### config.mk
export PLATFORM = sky130hd
export DESIGN_NAME = dcrf_core
export DESIGN_NICKNAME = d
export VERILOG_FILES = /design/src/dcrf_pkg.sv /design/src/dcrf_core.sv /design/src/dcrf_modulo.sv
export SDC_FILE = /design/constraint.sdc
export NUM_CORES = 2
export LEC_CHECK = 0
export BUFFER_PORTS_ARGS = -buffer_cell sky130_fd_sc_hd__buf_2
export CORE_ASPECT_RATIO = 1.25
export CORE_MARGIN = 2
export CORE_UTILIZATION = 45
export CTS_BUF_LIST = sky130_fd_sc_hd__clkbuf_8
export DETAILED_ROUTE_END_ITERATION = 6
export PLACE_DENSITY = 0.7
export SYNTH_ARGS = -nofsm -noshare
export SYNTH_HDL_FRONTEND = slang
export SYNTH_SLANG_ARGS = --single-unit
### constraint.sdc
create_clock -name clk_sys -period 7.63 [get_ports clk_sys]
set_input_delay 0.3815 -clock clk_sys [delete_from_list [all_inputs] [get_ports clk_sys]]
set_output_delay 0.3815 -clock clk_sys [all_outputs]
set_load 0.005 [all_outputs]
### src/dcrf_pkg.sv
package dcrf_pkg;
  localparam int unsigned GPR_NUM = 16;
  localparam logic [3:0] IDX_REG = 4'h0;
  localparam logic [3:0] SP_REG = 4'hF;
  localparam logic [3:0] X_PTR0 = 4'h4;
  localparam logic [3:0] Y_PTR0 = 4'h6;
  localparam logic [3:0] S_PTR0 = 4'h2;
  localparam logic [3:0] X_IDX = 4'h8;
  localparam logic [3:0] Y_IDX = 4'h9;
  localparam logic [3:0] S_IDX = 4'h8;
  localparam int unsigned SR_RC_HI = 27;
  localparam int unsigned SR_RC_LO = 16;
  localparam int unsigned SR_DMY_BIT = 11;
  localparam int unsigned SR_DMX_BIT = 10;
  localparam int unsigned SR_RF_HI = 3;
  localparam int unsigned SR_RF_LO = 2;
  localparam logic [31:0] SR_WMASK = 32'h0FFF_0FFF;
  localparam logic [31:0] SR_RST = 32'h0000_0000;
  localparam logic [31:0] CTL_RST = 32'h0000_0000;
  localparam logic [11:0] RC_MIN = 12'h002;
  localparam logic [11:0] RC_ZERO = 12'h000;
  localparam logic [1:0] LEN_1 = 2'h0;
  localparam logic [1:0] LEN_2 = 2'h1;
  localparam logic [1:0] LEN_3 = 2'h3;
  localparam logic [1:0] LEN_4P = 2'h2;
  localparam logic [31:0] STK_STEP = 32'h0000_0004;
  localparam logic [31:0] PTR_STEP = 32'h0000_0002;
  localparam int unsigned VEC_SHIFT = 2;

  typedef enum logic [2:0] {
    CS_STATUS = 3'h0, CS_GBASE = 3'h1, CS_VBASE = 3'h2,
    CS_LSTART = 3'h3, CS_LEND = 3'h4, CS_MOD = 3'h5
  } dcrf_ctl_sel_t;

  typedef enum logic [1:0] {AM_NONE = 2'h0, AM_INC = 2'h1, AM_DEC = 2'h2, AM_IDX = 2'h3} dcrf_amode_t;

  typedef enum logic [5:0] {
    ST_IDLE = 6'h01, ST_PSH_SR = 6'h02, ST_PSH_PC = 6'h04,
    ST_POP_PC = 6'h08, ST_POP_SR = 6'h10, ST_POP_END = 6'h20
  } dcrf_state_t;

  typedef struct packed {
    logic en;
    logic [3:0] idx;
    logic [31:0] data;
  } dcrf_gwr_t;

  typedef struct packed {
    logic en;
    dcrf_ctl_sel_t sel;
    logic [31:0] data;
  } dcrf_cwr_t;

  typedef struct packed {
    logic en;
    logic [1:0] sel;
    dcrf_amode_t mode;
  } dcrf_areq_t;
endpackage
### src/dcrf_core.sv
`timescale 1ns/1ps
module dcrf_core (
  // clock and reset
  input wire logic clk_sys,
  input wire logic rst_n,
  // general register write and reads
  input wire dcrf_pkg::dcrf_gwr_t gp_wr,
  input wire logic [3:0] gp_rd_a_idx,
  input wire logic [3:0] gp_rd_b_idx,
  output logic [31:0] gp_rd_a_r,
  output logic [31:0] gp_rd_b_r,
  output logic [31:0] index_reg_r,
  // control register access
  input wire dcrf_pkg::dcrf_cwr_t ctl_wr,
  input wire dcrf_pkg::dcrf_ctl_sel_t ctl_rd_sel,
  output logic [31:0] ctl_rd_r,
  output logic [31:0] gbase_ea_r,
  // dsp address requests
  input wire dcrf_pkg::dcrf_areq_t x_req,
  input wire dcrf_pkg::dcrf_areq_t y_req,
  input wire dcrf_pkg::dcrf_areq_t s_req,
  output logic [31:0] x_addr_r,
  output logic [31:0] y_addr_r,
  output logic [31:0] s_addr_r,
  // exception stacking
  input wire logic exc_start,
  input wire logic [7:0] exc_vec_num,
  input wire logic [31:0] pc_in,
  input wire logic rte_start,
  input wire logic [31:0] stk_rdata,
  output logic [31:0] stk_addr_r,
  output logic [31:0] stk_wdata_r,
  output logic stk_we_r,
  output logic stk_re_r,
  output logic [31:0] vec_addr_r,
  output logic [31:0] ret_pc_r,
  output logic exc_busy_r,
  // loop and modulo state
  input wire logic rc_dec,
  output logic [31:0] loop_start_addr,
  output logic [31:0] loop_end_addr,
  output logic [11:0] iteration_count,
  output logic rc_in_range_r,
  output logic [2:0] loop_steps_r,
  output logic x_modulo_enable,
  output logic y_modulo_enable
);
  import dcrf_pkg::*;

  logic [31:0] gpr_r [GPR_NUM];
  logic [31:0] gpr_nxt [GPR_NUM];
  logic [31:0] status_r, gbase_r, vbase_r, lstart_r, lend_r, modb_r;
  logic [31:0] status_nxt;
  dcrf_state_t state_r, state_nxt;
  logic [31:0] pc_hold_r;
  logic [7:0] vec_hold_r;

  // stack sequencer decode
  logic push_w, pop_w, sp_we;
  logic [31:0] sp_cur, sp_nxt, stk_addr_nxt, stk_wdata_nxt;
  assign sp_cur = gpr_r[SP_REG];
  assign push_w = (state_r == ST_PSH_SR) || (state_r == ST_PSH_PC);
  assign pop_w = (state_r == ST_POP_PC) || (state_r == ST_POP_SR);
  assign sp_we = push_w || pop_w;
  assign sp_nxt = push_w ? sp_cur - STK_STEP : sp_cur + STK_STEP;
  assign stk_addr_nxt = push_w ? sp_cur - STK_STEP : sp_cur;
  assign stk_wdata_nxt = (state_r == ST_PSH_SR) ? status_r : pc_hold_r;

  always_comb begin
    state_nxt = state_r;
    unique case (state_r)
      ST_IDLE: begin
        if (exc_start) begin
          state_nxt = ST_PSH_SR;
        end else if (rte_start) begin
          state_nxt = ST_POP_PC;
        end
      end
      ST_PSH_SR: state_nxt = ST_PSH_PC;
      ST_PSH_PC: state_nxt = ST_IDLE;
      ST_POP_PC: state_nxt = ST_POP_SR;
      ST_POP_SR: state_nxt = ST_POP_END;
      ST_POP_END: state_nxt = ST_IDLE;
      default: state_nxt = ST_IDLE;
    endcase
  end

  // dsp address channels: 0 x, 1 y, 2 single
  dcrf_areq_t ch_req [3];
  logic [3:0] ch_ptr_idx [3];
  logic [3:0] ch_ix_idx [3];
  logic ch_mod_en [3];
  logic ch_we [3];
  logic [31:0] ch_delta [3];
  logic [31:0] ch_new [3];
  assign ch_req[0] = x_req;
  assign ch_req[1] = y_req;
  assign ch_req[2] = s_req;
  assign ch_ptr_idx[0] = X_PTR0 + {3'h0, x_req.sel[0]};
  assign ch_ptr_idx[1] = Y_PTR0 + {3'h0, y_req.sel[0]};
  assign ch_ptr_idx[2] = S_PTR0 + {2'h0, s_req.sel};
  assign ch_ix_idx[0] = X_IDX;
  assign ch_ix_idx[1] = Y_IDX;
  assign ch_ix_idx[2] = S_IDX;
  assign ch_mod_en[0] = status_r[SR_DMX_BIT];
  assign ch_mod_en[1] = status_r[SR_DMY_BIT];
  assign ch_mod_en[2] = 1'b0;

  genvar c;
  generate
    for (c = 0; c < 3; c++) begin : g_chan
      assign ch_we[c] = ch_req[c].en && (ch_req[c].mode != AM_NONE);
      assign ch_delta[c] = (ch_req[c].mode == AM_INC) ? PTR_STEP :
                           (ch_req[c].mode == AM_DEC) ? (32'h0000_0000 - PTR_STEP) :
                           (ch_req[c].mode == AM_IDX) ? gpr_r[ch_ix_idx[c]] : 32'h0000_0000;
      dcrf_modulo u_mod (
        .ptr(gpr_r[ch_ptr_idx[c]]),
        .delta(ch_delta[c]),
        .mod_en(ch_mod_en[c]),
        .bounds(modb_r),
        .ptr_nxt(ch_new[c])
      );
    end
  endgenerate

  // per-register next value: stack, X, Y, single, pipeline write
  genvar i;
  generate
    for (i = 0; i < GPR_NUM; i++) begin : g_gpr
      assign gpr_nxt[i] = (sp_we && (SP_REG == 4'(i))) ? sp_nxt :
                          (ch_we[0] && (ch_ptr_idx[0] == 4'(i))) ? ch_new[0] :
                          (ch_we[1] && (ch_ptr_idx[1] == 4'(i))) ? ch_new[1] :
                          (ch_we[2] && (ch_ptr_idx[2] == 4'(i))) ? ch_new[2] :
                          (gp_wr.en && (gp_wr.idx == 4'(i))) ? gp_wr.data : gpr_r[i];
      always_ff @(posedge clk_sys or negedge rst_n) begin
        if (!rst_n) begin
          gpr_r[i] <= 32'h0000_0000;
        end else begin
          gpr_r[i] <= gpr_nxt[i];
        end
      end
    end
  endgenerate

  // status word update
  logic [11:0] rc_cur;
  logic rc_do_dec;
  assign rc_cur = status_r[SR_RC_HI:SR_RC_LO];
  assign rc_do_dec = rc_dec && (rc_cur != RC_ZERO);
  always_comb begin
    status_nxt = status_r;
    if (state_r == ST_POP_END) begin
      status_nxt = stk_rdata & SR_WMASK;
    end else if (ctl_wr.en && (ctl_wr.sel == CS_STATUS)) begin
      status_nxt = ctl_wr.data & SR_WMASK;
    end else if (rc_do_dec) begin
      status_nxt[SR_RC_HI:SR_RC_LO] = rc_cur - 12'h001;
    end
  end

  // control read mux
  logic [31:0] ctl_rd_w;
  assign ctl_rd_w = (ctl_rd_sel == CS_STATUS) ? status_r :
                    (ctl_rd_sel == CS_GBASE) ? gbase_r :
                    (ctl_rd_sel == CS_VBASE) ? vbase_r :
                    (ctl_rd_sel == CS_LSTART) ? lstart_r :
                    (ctl_rd_sel == CS_LEND) ? lend_r :
                    (ctl_rd_sel == CS_MOD) ? modb_r : 32'h0000_0000;

  // loop length decode
  logic [2:0] loop_steps_w;
  assign loop_steps_w = (status_r[SR_RF_HI:SR_RF_LO] == LEN_1) ? 3'h1 :
                        (status_r[SR_RF_HI:SR_RF_LO] == LEN_2) ? 3'h2 :
                        (status_r[SR_RF_HI:SR_RF_LO] == LEN_3) ? 3'h3 : 3'h4;

  logic cw_g, cw_v, cw_s, cw_e, cw_m;
  assign cw_g = ctl_wr.en && (ctl_wr.sel == CS_GBASE);
  assign cw_v = ctl_wr.en && (ctl_wr.sel == CS_VBASE);
  assign cw_s = ctl_wr.en && (ctl_wr.sel == CS_LSTART);
  assign cw_e = ctl_wr.en && (ctl_wr.sel == CS_LEND);
  assign cw_m = ctl_wr.en && (ctl_wr.sel == CS_MOD);

  always_ff @(posedge clk_sys or negedge rst_n) begin
    if (!rst_n) begin
      status_r <= SR_RST;
      gbase_r <= CTL_RST;
      vbase_r <= CTL_RST;
      lstart_r <= CTL_RST;
      lend_r <= CTL_RST;
      modb_r <= CTL_RST;
    end else begin
      status_r <= status_nxt;
      gbase_r <= cw_g ? ctl_wr.data : gbase_r;
      vbase_r <= cw_v ? ctl_wr.data : vbase_r;
      lstart_r <= cw_s ? ctl_wr.data : lstart_r;
      lend_r <= cw_e ? ctl_wr.data : lend_r;
      modb_r <= cw_m ? ctl_wr.data : modb_r;
    end
  end

  always_ff @(posedge clk_sys or negedge rst_n) begin
    if (!rst_n) begin
      state_r <= ST_IDLE;
      pc_hold_r <= 32'h0000_0000;
      vec_hold_r <= 8'h00;
      stk_addr_r <= 32'h0000_0000;
      stk_wdata_r <= 32'h0000_0000;
      stk_we_r <= 1'b0;
      stk_re_r <= 1'b0;
      vec_addr_r <= 32'h0000_0000;
      ret_pc_r <= 32'h0000_0000;
      exc_busy_r <= 1'b0;
    end else begin
      state_r <= state_nxt;
      pc_hold_r <= (state_r == ST_IDLE && exc_start) ? pc_in : pc_hold_r;
      vec_hold_r <= (state_r == ST_IDLE && exc_start) ? exc_vec_num : vec_hold_r;
      stk_addr_r <= sp_we ? stk_addr_nxt : stk_addr_r;
      stk_wdata_r <= push_w ? stk_wdata_nxt : stk_wdata_r;
      stk_we_r <= push_w;
      stk_re_r <= pop_w;
      vec_addr_r <= (state_r == ST_PSH_PC) ? vbase_r + ({24'h00_0000, vec_hold_r} << VEC_SHIFT) : vec_addr_r;
      ret_pc_r <= (state_r == ST_POP_SR) ? stk_rdata : ret_pc_r;
      exc_busy_r <= (state_nxt != ST_IDLE);
    end
  end

  always_ff @(posedge clk_sys or negedge rst_n) begin
    if (!rst_n) begin
      gp_rd_a_r <= 32'h0000_0000;
      gp_rd_b_r <= 32'h0000_0000;
      index_reg_r <= 32'h0000_0000;
      ctl_rd_r <= 32'h0000_0000;
      gbase_ea_r <= 32'h0000_0000;
      x_addr_r <= 32'h0000_0000;
      y_addr_r <= 32'h0000_0000;
      s_addr_r <= 32'h0000_0000;
      rc_in_range_r <= 1'b0;
      loop_steps_r <= 3'h1;
    end else begin
      gp_rd_a_r <= gpr_r[gp_rd_a_idx];
      gp_rd_b_r <= gpr_r[gp_rd_b_idx];
      index_reg_r <= gpr_r[IDX_REG];
      ctl_rd_r <= ctl_rd_w;
      gbase_ea_r <= gbase_r + gpr_r[IDX_REG];
      x_addr_r <= x_req.en ? gpr_r[ch_ptr_idx[0]] : x_addr_r;
      y_addr_r <= y_req.en ? gpr_r[ch_ptr_idx[1]] : y_addr_r;
      s_addr_r <= s_req.en ? gpr_r[ch_ptr_idx[2]] : s_addr_r;
      rc_in_range_r <= (rc_cur >= RC_MIN);
      loop_steps_r <= loop_steps_w;
    end
  end

  // loop bounds go out untouched for the fetch unit to interpret
  assign loop_start_addr = lstart_r;
  assign loop_end_addr = lend_r;
  assign iteration_count = status_r[SR_RC_HI:SR_RC_LO];
  assign x_modulo_enable = status_r[SR_DMX_BIT];
  assign y_modulo_enable = status_r[SR_DMY_BIT];
endmodule

### src/dcrf_modulo.sv
`timescale 1ns/1ps
module dcrf_modulo (
  // pointer and step
  input wire logic [31:0] ptr,
  input wire logic [31:0] delta,
  // modulo control
  input wire logic mod_en,
  input wire logic [31:0] bounds,
  // updated pointer
  output logic [31:0] ptr_nxt
);
  logic [31:0] sum;
  logic wrap;
  assign sum = ptr + delta;
  assign wrap = mod_en && (sum[15:0] == bounds[31:16]);
  assign ptr_nxt = wrap ? {sum[31:16], bounds[15:0]} : sum;
endmodule

# Yosys cells after proc, flatten, opt, wreduce, memory -nomap -nowiden

Index checks and enable logic that the tools add are counted.

Bitwise gates (word level): 5
Shift-type cells: 0
Equality and inequality tests: 90
Reductions and logical operators: 109
$lt $le $gt $ge: 6
Mux-type cells: 111
Divide/modulo/power cells: 0
Add/sub/neg operators: 11
$mul: 0

Operator list:

| cell                                                  | count |
|---|---|
| 2-to-1 mux 32 bit                                     | 94 |
| binary-select mux 32 bit (select 4 bit)               | 5 |
| adder 32 bit                                          | 4 |
| equality test 4 bit (second input constant)           | 24 |
| logical AND 1 bit                                     | 77 |
| nonzero test 4 bit                                    | 15 |
| equality test 4 x 3 -> 1 bit (second input constant)  | 12 |
| 2-to-1 mux 16 bit                                     | 3 |
| adder 32 x 10 -> 32 bit                               | 1 |
| adder 32 x 3 -> 32 bit (second input constant)        | 1 |
| equality test 16 bit                                  | 2 |
| equality test 3 x 4 -> 1 bit (second input constant)  | 8 |
| subtractor 32 x 3 -> 32 bit (second input constant)   | 1 |
| >= comparator 5 bit (second input constant)           | 5 |
| equality test 3 bit (second input constant)           | 8 |
| equality test 4 x 2 -> 1 bit (second input constant)  | 6 |
| 2-to-1 mux 12 bit                                     | 2 |
| one-hot mux 6 bit (4 select lines)                    | 1 |
| NOT 4 -> 5 bit                                        | 4 |
| equality test 3 x 2 -> 1 bit (second input constant)  | 6 |
| zero test 4 bit                                       | 4 |
| equality test 2 bit (second input constant)           | 7 |
| equality test 4 x 1 -> 1 bit (second input constant)  | 3 |
| >= comparator 12 x 2 -> 1 bit (second input constant) | 1 |
| 23 further kinds                                      | 38 |

Bits in writable memories: 0
ROM bits: 0
Latch bits: 0
Memories: 0
Logic and storage cells: 375
Register bits after elaboration: 1141
Input port bits: 176
Output and inout bits: 469

# Longest topological paths before layout

Word-level depth: 12
Depth in mapped cells: 18
Depth with buffers taken out: 14

# By module

Synthesis repeated with hierarchy kept, for this count alone.

Cell total of the unflattened synthesis: 5618
Area, all modules: 64919.8 sq um

Modules (own cells, without submodules):

| module      | cells an instance | seq. area each (sq um) | times used | area each (sq um) |
|---|---|---|---|---|
| dcrf_core   | 4832              | 28354.7                | 1          | 58444.8 |
| dcrf_modulo | 262               | 0.0                    | 3          | 2158.3 |

# Worst setup path after synthesis

Ideal clock, no wire load.

Path type: input port to flip-flop
Start point: input s_req[2] (netlist bit)
End point: register gpr_r[379] (netlist bit)
Setup slack: 3.127 ns
Library setup time: 0.083 ns
Buffers on the path: 2
Cell stages on the path: 14
Data required time: 7.547 ns
Arrival time: 4.421 ns
Path through: buf_1 > buf_1 > mux4_2 > ha_1 > a31o_2 > a221o_1 > nor3b_1 > o31a_1 > o21ai_0 > o211ai_1 > a41oi_1 > xor2_1 > mux2_2 > o21ai_0

Word-level cells in the longest chain between the ends: 9
Elaborated cells on any way between the ends: 12
Classes of those cells: 2 x add/sub; 1 x eq/ne; 6 x mux; 1 x bitwise; 2 x reduce/logical

Ends and longest elaborated chain:

| what                                                  | line              | RTL |
|---|---|---|
| start: declaration                                    | dcrf_core.sv:21   | `input wire dcrf_pkg::dcrf_areq_t s_req,` |
| adder 2 x 2 -> 3 bit                                  | dcrf_core.sv:101  | `assign ch_ptr_idx[2] = S_PTR0 + {2'h0, s_req.sel};` |
| NOT 3 -> 5 bit (not written as such)                  | dcrf_core.sv:117  | `.ptr(gpr_r[ch_ptr_idx[c]]),` |
| binary-select mux 32 bit (select 4 bit)               | dcrf_core.sv:117  |  |
| 2-to-1 mux 32 bit (not written as such) (2 in series) | dcrf_core.sv:117  |  |
| net g_chan[2].u_mod.ptr[9]                            | dcrf_modulo.sv:4  | `input wire logic [31:0] ptr,` |
| adder 32 bit                                          | dcrf_modulo.sv:14 | `assign sum = ptr + delta;` |
| 2-to-1 mux 32 bit                                     | dcrf_core.sv:133  | `(ch_we[2] && (ch_ptr_idx[2] == 4'(i))) ? ch_new[2] :` |
| 2-to-1 mux 32 bit                                     | dcrf_core.sv:132  | `(ch_we[1] && (ch_ptr_idx[1] == 4'(i))) ? ch_new[1] :` |
| 2-to-1 mux 32 bit                                     | dcrf_core.sv:131  | `(ch_we[0] && (ch_ptr_idx[0] == 4'(i))) ? ch_new[0] :` |
| end signal: indexed assignment                        | dcrf_core.sv:139  | `gpr_r[i] <= gpr_nxt[i];` |
| end: declaration                                      | dcrf_core.sv:50   | `logic [31:0] gpr_r [GPR_NUM];` |

The timed path passes the listed nets, and every way through them passes these cells. The select of a mux whose other input is x is not followed.
A chain may end at the register's enable or synchronous reset.

# Final worst setup path

Start point: register gpr_r[352] (netlist bit)
End point: register gpr_r[350] (netlist bit)

Elaborated cells on any way between the ends: 15
Classes of those cells: 3 x add/sub; 12 x mux

RTL lines:

| what                                                  | line |
|---|---|
| binary-select mux 32 bit (select 4 bit)               | dcrf_core.sv:117 |
| 2-to-1 mux 32 bit (not written as such) (2 in series) | dcrf_core.sv:117 |
| net g_chan[0].u_mod.ptr[0]                            | dcrf_modulo.sv:4 |
| adder 32 bit                                          | dcrf_modulo.sv:14 |
| 2-to-1 mux 32 bit                                     | dcrf_core.sv:131 |

The timed path passes the listed nets, and every way through them passes these cells. The select of a mux whose other input is x is not followed.

==> results.sh <==
export IMPL_path_clk_slew_ps=60
export IMPL_yosysWarnings=0
export IMPL_die_h_um=427
export IMPL_synth_edf_count=0
export IMPL_grt_pass1_vias=52281
export IMPL_grt_max_degree=158
export IMPL_clockBufferDepth=3
export IMPL_area_growth_pct=16.0
export IMPL_p_leak_nw=33.4
export IMPL_root_buffer="clkbuf_8"
export IMPL_yosysTopAreaCell="dfrtp_1"
export IMPL_dieArea_um2=147000
export IMPL_drc=0
export IMPL_status="finished clean"
export IMPL_seq_area_um2=28400
export IMPL_finalWirelength_um=264000
export IMPL_synth_cells=5669
export IMPL_largest_reg_flops=480
export IMPL_cts_made_buffers=193
export IMPL_gp_congestion=1.04
export IMPL_netlist_area_um2=64600
export IMPL_cp_max_fo=5
export IMPL_rrSetupSlack_ps=2860
export IMPL_ant_nets=0
export IMPL_viasPerCell=6.25
export IMPL_drive_gt1_frac=0.326
export IMPL_final_util=0.526
export IMPL_worstMarginPinSlew_ps=1170
export IMPL_worstRegToRegCells=14
export IMPL_die_x_um=343
export IMPL_synth_area_top_cells="dfrtp_1 (44%), mux4_2 (13%), mux2_2 (11%), nand2_1 (3.8%), mux2i_1 (3.3%)"
export IMPL_grt_overflow=0
export IMPL_maxCapViolCount=0
export IMPL_cp_arrival_ps=5550
export IMPL_synth_top_flop_cell="dfrtp_1"
export IMPL_cellPowerDensity_nw_per_um2=385
export IMPL_total_power_mw=28.9
export IMPL_r2r_start="gpr_r[352]"
export IMPL_ys_ff_latch=1133
export IMPL_dr_pass1_iters=7
export IMPL_skew_ps=68.2
export IMPL_grt_pass1_wl_um=375000
export IMPL_worstSkewPairLatency_ps=990
export IMPL_grt_setup_unrepaired="no"
export IMPL_multi_input_area_um2=34200
export IMPL_cts_sinks=1133
export IMPL_fillers=12571
export IMPL_rows=155
export IMPL_synth_area_per_cell_um2=11.4
export IMPL_slew_limit_headroom=0.221
export IMPL_initial_core_util=0.453
export IMPL_syn_nets=5992
export IMPL_async_flop_share=1.00
export IMPL_design_core_area_um2=143000
export IMPL_period_needed_ps=4770
export IMPL_timing_hold_violations_final=0
export IMPL_cp_startpoint="gpr_r[352]"
export IMPL_synth_seq_area_share=0.439
export IMPL_cts_tree="done"
export IMPL_irDropWorstVdd_mv=0.234
export IMPL_via_count=52241
export IMPL_synth_top_area_share=0.438
export IMPL_yosysUniqueCellTypes=86
export IMPL_antenna_found_initial=24
export IMPL_fin_nets=6631
export IMPL_cts_resized=0
export IMPL_slowest_stage="o31ai_1"
export IMPL_slowest_delay_ps=760
export IMPL_clock_fmax_mhz=210
export IMPL_hp_class="in2async"
export IMPL_drtIter0Drc=5277
export IMPL_critPathLaunchType="flip-flop"
export IMPL_rr_endpoint="gpr_r[350]"
export IMPL_critical_path_endpoint_type="flip-flop"
export IMPL_ioPinCount=645
export IMPL_fin_setup_tns_ps=0
export IMPL_h_tree_depth=4
export IMPL_drv_slew=0
export IMPL_dpl_hpwl_um=195000
export IMPL_regMostFlops="gpr_r"
export IMPL_setup_viol=0
export IMPL_port_buffers=642
export IMPL_post_drt_wl_per_cell_um=31.5
export IMPL_period_share=0.625
export IMPL_cp_data_required_time_ps=8410
export IMPL_grt_usage=0.359
export IMPL_crit_path_frequent_cell="o31ai_1"
export IMPL_path_cells="mux2_2 > ha_1 > inv_1 > fa_1 > nor2b_1 > o31a_1 > o2111ai_1 > a21oi_1 > o31ai_1 > o21ai_0 > a2111oi_0 > o31ai_1 > xnor2_1 > o22ai_1"
export IMPL_critPathKind="reg2reg"
## routing by layer
metal	GRT usage	routed length [um]	up-vias
met5	0	138	-
met1	0.382	85300	26302
met4	0.329	29000	20
met3	0.0958	23700	912
li1	-	-	22138
met2	0.582	126000	2869
## final cells by class
cell class                 instances  share of cell area
tap                             1884              0.0315
timing repair buffer             879              0.0731
multi-input combinational       3985               0.456
clock inverter                   102             0.00942
inverter                         116             0.00581
sequential                      1133               0.378
antenna                           17            0.000568
clock buffer                     245              0.0450
## logic make-up (layout without fill, tap and decap cells)
kind of cell / count (synthesis) / count (layout) / synth area share
other cells: 0 / 17 / 0
flops: 1133 / 1133 / 0.439
mux: 1223 / 1223 / 0.272
buf+inv: 551 / 1342 / 0.0333
simple gates: 1341 / 1341 / 0.0938
xor+xnor: 180 / 180 / 0.0253
fa+ha+maj: 147 / 147 / 0.0291
compound gates: 1094 / 1094 / 0.107
## layout by cell type, fill, tap and decap left out, types with 17 or more instances in the layout
cell type         n
o31ai_1          21
a21oi_1         286
mux2i_1         215
dlygate4sd3_1   150
or3_1            19
buf_4            84
nor2_1          262
nor3_1           53
a21boi_0         62
xnor2_1         109
o221ai_1         26
xor2_1           66
o21a_1           50
inv_1           172
nand4_1          21
a21o_1           72
mux2_2          646
clkbuf_8        247
ha_1            142
or2_2            20
a31oi_1          60
buf_2           636
nor2b_1          53
a211oi_1         86
and3_1           31
nand3_1          92
o21ai_0         258
nand2b_1         20
dfrtp_1        1131
nand2_1         646
o22ai_1          34
diode_2          17
mux4_2          362
o211ai_1         23
nor4_1           22
## critical path, delay by kind of cell, from the launching register on
| family | cells | cell delay (ps) |
|---|---|---|
| mux | 1 | 350 |
| simple gates | 1 | 80 |
| flops | 1 | 480 |
| compound gates | 8 | 2900 |
| fa+ha+maj | 2 | 450 |
| xor+xnor | 1 | 270 |
| buf+inv | 1 | 80 |
## per-stage QoR
step | hold WS [ps] | cells | setup WS (ps) | cell area [um2]
final | 42.5 | 8361 | 2860 | 74900
after global routing | 43.5 | 8350 | 2680 | 74900
after CTS | 2.20 | 8344 | 2960 | 74900
after detailed placement | 445 | 7847 | 2440 | 69300
after global placement | 441 | 7847 | 2430 | 69300
after floorplan | 85.9 | 5669 | 3130 | 64600
## synth_stat cells, drive strengths merged (62+ instances only)
| library cell | count |
|---|---|
| a21oi | 286 |
| nand2 | 650 |
| dfrtp | 1131 |
| xnor2 | 110 |
| inv | 112 |
| mux2 | 646 |
| buf | 104 |
| a21boi | 62 |
| nor2 | 276 |
| ha | 142 |
| clkbuf | 331 |
| mux2i | 215 |
| o21ai | 259 |
| mux4 | 362 |
| a211oi | 87 |
| nand3 | 95 |
| xor2 | 66 |
| a21o | 72 |
## where the power goes
part           leakage, nW  internal, mW  switching, mW
sequential            13.7          8.18           2.67
combinational         17.4          5.30           6.83
clock                 2.31          3.11           2.77
total                 33.4          16.6           12.3
## how the worst max path moves through the flow
stage | end | slack (ps) | depth (start not counted)
floorplan | gpr_r[379] | 3130 | 14
detailed placement | gpr_r[350] | 2440 | 14
global route | gpr_r[350] | 2680 | 13
CTS | gpr_r[350] | 2960 | 14
finish | gpr_r[350] | 2860 | 14
global placement | gpr_r[350] | 2430 | 14
## timing repair
item / CTS / global route
hold endpoints to repair: 710 / 0
hold buffers: 150 / 0
setup buffers: 0 / 0
(Power assumes the default switching activity.)
